File: src/pkg/mrst_pkg.sv
// Behaviour
// One reset pulse is issued only after both manual inputs have stayed low for the whole hold timeout.
// The inputs may fall in any order, and the hold count starts when the second of them goes low.
// If either input rises before the count ends, the timer clears and waits for both inputs low again.
// After a pulse, no further pulse is issued while both inputs stay low. After a test-mode pulse the code goes to ST_IDLE and can pulse again.
// A fresh falling edge on either input restarts the timer and rearms the generator.
// When the count ends, the open-drain reset output is driven low for the variant's pulse width.
// At power-up the reset output stays released and no pulse is generated.
// To request test mode, the far side holds the first input low and then clocks the second input at about 1 MHz, starting with a falling edge.
// Test mode is confirmed only when 8 pulses arrive on the second input within a 35 us window.
// In test mode a standard pulse follows about 250 us after the rising edge of the eighth pulse, whatever the hold timeout.
// After the test-mode pulse, the block leaves test mode and resumes normal operation.
// If both inputs are high at any moment during test mode, test mode is abandoned at once.
// The pulse width is 2.2 ms for the short variant and 70 ms for the long variant.
// Both inputs are synchronised before use so that the timer and pulse counter see clean edges.
package mrst_pkg;

	// ==========================================================
	// Timing
	localparam longint CLK_HZ = 125000000;
	localparam longint HOLD_MS = 500;
	localparam longint SHORT_PULSE_US = 2200;
	localparam longint LONG_PULSE_US = 70000;
	localparam longint TEST_WINDOW_US = 35;
	localparam longint TEST_DELAY_US = 250;
	localparam int TEST_PULSES = 8;
	localparam longint HOLD_CYC = HOLD_MS * (CLK_HZ / 1000);
	localparam longint SHORT_PULSE_CYC = SHORT_PULSE_US * (CLK_HZ / 1000000);
	localparam longint LONG_PULSE_CYC = LONG_PULSE_US * (CLK_HZ / 1000000);
	localparam longint TEST_WINDOW_CYC = TEST_WINDOW_US * (CLK_HZ / 1000000);
	localparam longint TEST_DELAY_CYC = TEST_DELAY_US * (CLK_HZ / 1000000);
	localparam int CNT_W = 32;

	// ==========================================================
	// States
	typedef enum logic [4:0] {
		ST_IDLE = 5'h01,
		ST_HOLD = 5'h02,
		ST_DONE = 5'h04,
		ST_TEST = 5'h08,
		ST_PULSE = 5'h10
	} mode_t;

	typedef struct packed {
		logic first_low;
		logic second_low;
		logic first_fall;
		logic second_fall;
		logic second_rise;
	} inputs_t;

endpackage
File: src/hdl/mrst_sync.sv
`timescale 1ns/1ps
`default_nettype none
module mrst_sync (
	input wire logic CLK_SYS, // System clock.
	input wire logic RST, // Synchronous reset.
	input wire logic first_in_n, // Raw first manual input.
	input wire logic second_in_n, // Raw second manual input.
	output mrst_pkg::inputs_t ev // Clean levels and edges.
);
	typedef struct packed {
		logic [1:0] s1;
		logic [1:0] s2;
		logic [1:0] lvl;
	} sync_st_t;
	sync_st_t q, d;

	// ==========================================================
	// Three-stage synchroniser; edges come only from the second stage onward.
	always_comb
	begin
		d.s1 = {second_in_n, first_in_n};
		d.s2 = q.s1;
		d.lvl = q.s2;
		if (RST)
		begin
			d.s1 = 2'h3;
			d.s2 = 2'h3;
			d.lvl = 2'h3;
		end
	end

	always_ff @(posedge CLK_SYS)
	begin
		q <= d;
	end

	// Levels and edges are decoded from the stages after the first.
	always_comb
	begin
		ev.first_low = ~q.lvl[0];
		ev.second_low = ~q.lvl[1];
		ev.first_fall = q.lvl[0] & ~q.s2[0];
		ev.second_fall = q.lvl[1] & ~q.s2[1];
		ev.second_rise = ~q.lvl[1] & q.s2[1];
	end
endmodule
`default_nettype wire

File: src/hdl/mrst_timer.sv
`timescale 1ns/1ps
`default_nettype none
module mrst_timer #(
	parameter longint HOLD_CYCLES = mrst_pkg::HOLD_CYC,
	parameter bit LONG_PULSE = 1'b0,
	parameter longint TEST_DELAY_CYCLES = mrst_pkg::TEST_DELAY_CYC,
	parameter longint TEST_WINDOW_CYCLES = mrst_pkg::TEST_WINDOW_CYC,
	parameter longint SHORT_PULSE_CYCLES = mrst_pkg::SHORT_PULSE_CYC,
	parameter longint LONG_PULSE_CYCLES = mrst_pkg::LONG_PULSE_CYC
) (
	input wire logic CLK_SYS, // System clock, 125 MHz.
	input wire logic RST, // Synchronous reset, active high.
	input wire logic FIRST_MANUAL_INPUT_N, // First manual input, active low.
	input wire logic SECOND_MANUAL_INPUT_N, // Second manual input, active low.
	output logic RESET_OUT_N, // Open-drain reset output level, always low when driven.
	output logic RESET_OUT_OE, // High while the reset pin is pulled low.
	output logic TEST_ACTIVE // High while accelerated test mode is confirmed.
);
	localparam longint PULSE_CYCLES = LONG_PULSE ? LONG_PULSE_CYCLES : SHORT_PULSE_CYCLES;
	localparam logic [mrst_pkg::CNT_W-1:0] HOLD_END = mrst_pkg::CNT_W'(HOLD_CYCLES - 1);
	localparam logic [mrst_pkg::CNT_W-1:0] PULSE_END = mrst_pkg::CNT_W'(PULSE_CYCLES - 1);
	localparam logic [mrst_pkg::CNT_W-1:0] DELAY_END = mrst_pkg::CNT_W'(TEST_DELAY_CYCLES - 1);
	localparam logic [mrst_pkg::CNT_W-1:0] WIN_END = mrst_pkg::CNT_W'(TEST_WINDOW_CYCLES - 1);
	localparam logic [3:0] PULSES_END = 4'(mrst_pkg::TEST_PULSES);

	initial
	begin
		if (HOLD_CYCLES < 1 || TEST_DELAY_CYCLES < 1 || TEST_WINDOW_CYCLES < 1 || PULSE_CYCLES < 1
			|| PULSE_CYCLES >= (64'h1 << mrst_pkg::CNT_W)
			|| HOLD_CYCLES >= (64'h1 << mrst_pkg::CNT_W))
		begin
			$error("mrst_timer: counts out of range");
		end
	end

	typedef struct packed {
		mrst_pkg::mode_t mode;
		logic [mrst_pkg::CNT_W-1:0] cnt;
		logic [mrst_pkg::CNT_W-1:0] win;
		logic [3:0] pulses;
		logic seeking;
		logic armed_test;
		logic oe;
		logic test;
	} state_t;
	state_t q, d;
	mrst_pkg::inputs_t ev;
	logic both_low;
	logic both_high;

	// ==========================================================
	// Input conditioning.
	mrst_sync u_sync (
		.CLK_SYS(CLK_SYS),
		.RST(RST),
		.first_in_n(FIRST_MANUAL_INPUT_N),
		.second_in_n(SECOND_MANUAL_INPUT_N),
		.ev(ev)
	);

	assign both_low = ev.first_low & ev.second_low;
	assign both_high = ~ev.first_low & ~ev.second_low;

	// ==========================================================
	// Main sequencer.
	// Test-mode detection runs beside the hold timer: while the first input is
	// low, second-input pulses are counted in a 35 us window opened by the
	// first falling edge of the second input.
	always_comb
	begin
		d = q;
		d.oe = 1'b0;
		// Pulse detector for test-mode entry.
		if (q.mode != mrst_pkg::ST_TEST && q.mode != mrst_pkg::ST_PULSE)
		begin
			if (!ev.first_low)
			begin
				d.seeking = 1'b0;
				d.pulses = 4'h0;
			end
			else if (!q.seeking && ev.second_fall)
			begin
				d.seeking = 1'b1;
				d.pulses = 4'h0;
				d.win = '0;
			end
			else if (q.seeking)
			begin
				d.win = q.win + 1'b1;
				if (ev.second_rise)
				begin
					d.pulses = q.pulses + 4'h1;
				end
				if (q.win == WIN_END)
				begin
					d.seeking = 1'b0;
				end
			end
		end
		case (q.mode)
			mrst_pkg::ST_IDLE:
			begin
				d.cnt = '0;
				if (both_low)
				begin
					d.mode = mrst_pkg::ST_HOLD;
				end
			end
			mrst_pkg::ST_HOLD:
			begin
				d.cnt = q.cnt + 1'b1;
				if (!both_low)
				begin
					d.mode = mrst_pkg::ST_IDLE;
					d.cnt = '0;
				end
				else if (q.cnt == HOLD_END)
				begin
					d.mode = mrst_pkg::ST_PULSE;
					d.cnt = '0;
					d.oe = 1'b1;
				end
			end
			mrst_pkg::ST_DONE:
			begin
				// Stays silent while both stay low; a new fall rearms.
				if (ev.first_fall || ev.second_fall)
				begin
					d.mode = mrst_pkg::ST_IDLE;
				end
				else if (!both_low)
				begin
					d.mode = mrst_pkg::ST_IDLE;
				end
			end
			mrst_pkg::ST_TEST:
			begin
				d.cnt = q.cnt + 1'b1;
				if (both_high)
				begin
					d.mode = mrst_pkg::ST_IDLE;
					d.test = 1'b0;
					d.cnt = '0;
				end
				else if (q.cnt == DELAY_END)
				begin
					d.mode = mrst_pkg::ST_PULSE;
					d.test = 1'b0;
					d.armed_test = 1'b1;
					d.cnt = '0;
					d.oe = 1'b1;
				end
			end
			mrst_pkg::ST_PULSE:
			begin
				d.oe = 1'b1;
				d.cnt = q.cnt + 1'b1;
				if (q.cnt == PULSE_END)
				begin
					d.oe = 1'b0;
					d.cnt = '0;
					d.test = 1'b0;
					d.armed_test = 1'b0;
					d.mode = q.armed_test ? mrst_pkg::ST_IDLE : mrst_pkg::ST_DONE;
				end
			end
			default:
			begin
				d.mode = mrst_pkg::ST_IDLE;
				d.cnt = '0;
			end
		endcase
		// Eighth rising edge inside the window confirms test mode.
		if (q.seeking && ev.second_rise && q.pulses == PULSES_END - 4'h1
			&& q.mode != mrst_pkg::ST_PULSE)
		begin
			d.mode = mrst_pkg::ST_TEST;
			d.test = 1'b1;
			d.seeking = 1'b0;
			d.pulses = 4'h0;
			d.cnt = '0;
			d.oe = 1'b0;
		end
		// Power-up state: output released, nothing pending.
		if (RST)
		begin
			d.mode = mrst_pkg::ST_IDLE;
			d.cnt = '0;
			d.win = '0;
			d.pulses = 4'h0;
			d.seeking = 1'b0;
			d.armed_test = 1'b0;
			d.oe = 1'b0;
			d.test = 1'b0;
		end
	end

	always_ff @(posedge CLK_SYS)
	begin
		q <= d;
	end

	// ==========================================================
	// Outputs straight from flip-flops; the pin level is always low and
	// only the enable moves, as an open-drain driver should.
	always_ff @(posedge CLK_SYS)
	begin
		RESET_OUT_N <= 1'b0;
	end
	assign RESET_OUT_OE = q.oe;
	assign TEST_ACTIVE = q.test;
endmodule
`default_nettype wire

File: config.mk
export PLATFORM = sky130hd
export DESIGN_NAME = mrst_timer
export DESIGN_NICKNAME = d
export VERILOG_FILES = /design/src/pkg/mrst_pkg.sv /design/src/hdl/mrst_sync.sv /design/src/hdl/mrst_timer.sv
export SDC_FILE = /design/constraint.sdc
export NUM_CORES = 1
export LEC_CHECK = 0
export BUFFER_PORTS_ARGS = -buffer_cell sky130_fd_sc_hd__buf_2
export CAP_MARGIN = 0
export CORE_UTILIZATION = 65
export CTS_BUF_LIST = sky130_fd_sc_hd__clkbuf_8
export DETAILED_ROUTE_END_ITERATION = 8
export MAX_ROUTING_LAYER = met4
export PLACE_DENSITY = 0.82
export SYNTH_ARGS = -nofsm -noshare
export SYNTH_HDL_FRONTEND = slang
export SYNTH_SLANG_ARGS = --single-unit
File: constraint.sdc
create_clock -name CLK_SYS -period 6.1 [get_ports CLK_SYS]
set_input_delay 0.915 -clock CLK_SYS [delete_from_list [all_inputs] [get_ports CLK_SYS]]
set_output_delay 0.915 -clock CLK_SYS [all_outputs]
set_load 0.02 [all_outputs]
==> results.md <==
* N_diodes at 0
* Ports at 7
* Setup crit end kind: register
* Max IR drop VDD at 173 uV
* Worst Path Arrival at 3.37 ns
* Global-route wire length before repair at 18.6 mm
* Filler Cell Count at 570
* Dpl cells at 633
* CP Class: register to register
* Share of cells above drive strength 1 at 9.95%
* CTS Root Buffer Type: clkbuf_8
* Synth area leader: dfxtp_1
* Status: finished clean
* GR Util met1 at 41.6%
* Post-cts repair resize count at 0
* Postcts setup bufs at 0
* Setup TNS at 0 ns
* Routed WL at 11.2 mm
* Nets@finish at 557
* Max clock buf depth at 2
* Critical path fanouts, max at 17
* Primary FF master, synth: dfxtp_1
* DIE AREA at 7570 sq um
* Crit path max-delay family: simple AND/OR/NAND/NOR gates
* Slew Viols, Final at 0
* Die W at 87.0 um
* Endpoints failing setup at 0
* Worst r2r src: q[51]
* P per Cell Area at 196 nW/um^2
* Initial DRC Count at 318
* Row count at 30
* Met3 Track Usage GR at 6.35%
* Post-CTS Hold Fix Bufs at 0
* Reg2Reg Depth at 6
* Initial antenna violation count at 0
* Fin crit share at 51.7%
* Clock power frac at 40.9%
* Relative slew slack at 33.3%
* WL/cell at 17.2 um
* FMAX at 317 MHz
* Net Switching at 0.242 mW
* Internal power at 0.707 mW
* RePlAce Congestion at 0.989
* Hold WS at 0.420 ns
* Crit-path cells: nor3b_1 > nand4_1 > nor4_4 > nor2_2 > o31ai_4 > nor4_1
* Pin count of the biggest net entering global routing at 33
* Clock buffer count from CTS at 9
* Core area at 6910 sq um
* Sequential Power Share at 57.5%
* Worst-Margin Slew at 1.00 ns
* Hold Startpoint: u_sync.q[2]
* Synth Warn # at 0
* Crit-path slowest cell: o31ai_4
* Commonest cells after routing, fill and taps aside: 83 x dfxtp_1, 60 x nor2_1, 38 x nand2_1
* Mean post-synth cell area at 8.26 sq um
* Area share of the largest cell type after synthesis at 35.4%
* GRT Total Usage at 32.4%
* Layout Utilization at 70.1%
* Layout Skew at 0.00981 ns
* WHS Path Cells at 1
* Switching share of power at 25.5%
* Max stage delay on crit path at 0.82 ns
* Netlist Area Pre-Place at 4700 sq um
* Unrepaired setup endpoints after global routing: no
* DRT Pass-1 Iters at 6
* Final min period at 3.15 ns
* Final Cell Area at 4840 sq um
* Crit path buf inv count at 0
* Gr ovfl total at 0
* Worst Hold Class: register to register
* Sequential area share after synthesis at 35.4%
* Gate Count Post-Synth at 569
* Setup slack, reg-to-reg at 2.95 ns
* Initial core utilization at 68.0%
* Synthesized Nets at 578
* Met2 Use GR at 49.0%
* Cell variety after synth at 68
* Synth Register Bits at 83
* Clock Latency Late Sink at 0.37 ns
* Clock transition at path regs at 0.10 ns
* Synth async-reset ratio at 0%
* Area grow syn2layout at 3.09%
* Top cells by area, synth: dfxtp_1 35%, xnor2_1 4.8%, nor2_1 4.8%
* Antenna viol nets, final at 0
* Vias in the first global route at 3871
* Hold Path End: u_sync.q[0]
* Max-cap violations at 0
* Gr busiest metal: met2
* Htree depth at 3
* Reg2reg end: q[45]
* Startpoint Class: register
* Most common cell after layout, fill and taps aside: dfxtp_1
* Die height at 87.0 um
* Drt via density at 6.68
* Leak pwr at 1.54 nW
* Hold Vio Cnt, Final at 0
* # clock sinks at 83
* Vias at 4333
* I/O Buffers at 5
* EDFF count, synth at 0
* Post-route DRC at 0
* DP HPWL at 7.76 mm
* Comb pwr share at 1.6%
* Final non-filler cell total at 649
* CTS tree: built
* Worst Path Required at 6.31 ns
* Dpl cell area at 4650 sq um
[cells in the mapped netlist (4+ instances only)]
library cell  count
nor2_1           60
o31ai_1           6
nor2b_1           6
nand2_1          38
o21ai_0          15
buf_2            12
o2111ai_1         8
xnor2_1          26
dfxtp_1          83
nor3_1           27
and2_1            4
a221oi_1          7
a21oi_1          20
and3_1           18
nor4b_1           5
and4_1           15
nor2_2           11
nand2b_1          4
xor2_1           19
or2_2             7
nand4_1          28
inv_1            16
or3_1             9
nor4_1           13
clkbuf_1         17
ha_1              5
nand3_1          24
[power groups by stage]
stage	clock, mW	sequential, mW	combinational [mW]
floorplan	0	0.557	0.0129
global placement	0	0.558	0.0147
detailed placement	0	0.558	0.0152
CTS	0.395	0.545	0.0153
global route	0.415	0.546	0.0166
finish	0.388	0.545	0.0154
[cell families (layout without fill, tap and decap cells)]
family	after synthesis	after routing	share of synthesized area (%)
and+or+nand+nor	294	294	35.8
AOI/OAI and AO/OA	88	88	13.7
DFF	83	83	35.4
buffers and inverters	53	37	5.32
xor gates and xnor gates	45	45	8.39
adders and majority gates	5	5	1.33
other	1	1	0.0798
[how the worst max path moves through the flow]
stage                      from  endpoint  slack (ns)  depth (start not counted)
after global routing      q[51]     q[45]        2.82                          6
final                     q[51]     q[45]        2.95                          6
after detailed placement  q[51]     q[48]        3.06                          6
after CTS                 q[51]     q[48]        3.04                          6
after floorplan           q[40]     q[52]        3.92                          8
after global placement    q[51]     q[45]        3.08                          6
[sequential cells by signal, summed over array words and instances (netlist names)]
signal / count
u_sync.q: 6
q: 75
TEST_ACTIVE: 1
RESET_OUT_OE: 1
[worst reg2reg max path, cell delays in order (launching register included)]
cell and delay (ns):
dfxtp_1 0.57, nor3b_1 0.36, nand4_1 0.20, nor4_4 0.71
nor2_2 0.21, o31ai_4 0.82, nor4_1 0.12
[per-layer routing]
layer / vias to the layer above / wire (um)
met5: - / 0
met4: 0 / 260
met3: 37 / 897
met2: 243 / 5170
met1: 2009 / 4850
li1: 2044 / -
[cell type report]
cell class                 instances  area [sq um]  share of cell area [%]
multi-input combinational        433          2790                    57.5
sequential                        83          1660                    34.3
clock buffer                       9           124                    2.56
tap                               96           120                    2.48
clock inverter                     7          66.3                    1.37
inverter                          16          60.1                    1.24
timing repair buffer               5          25.0                   0.517
[metrics by stage]
| stage | power (mW) | worst slack (ns) |
|---|---|---|
| finish | 0.949 | 2.95 |
| global placement | 0.573 | 3.08 |
| floorplan | 0.570 | 3.92 |
| CTS | 0.956 | 3.04 |
| detailed placement | 0.573 | 3.06 |
| global route | 0.978 | 2.82 |
Note: power is estimated with default switching activity, not from simulation.
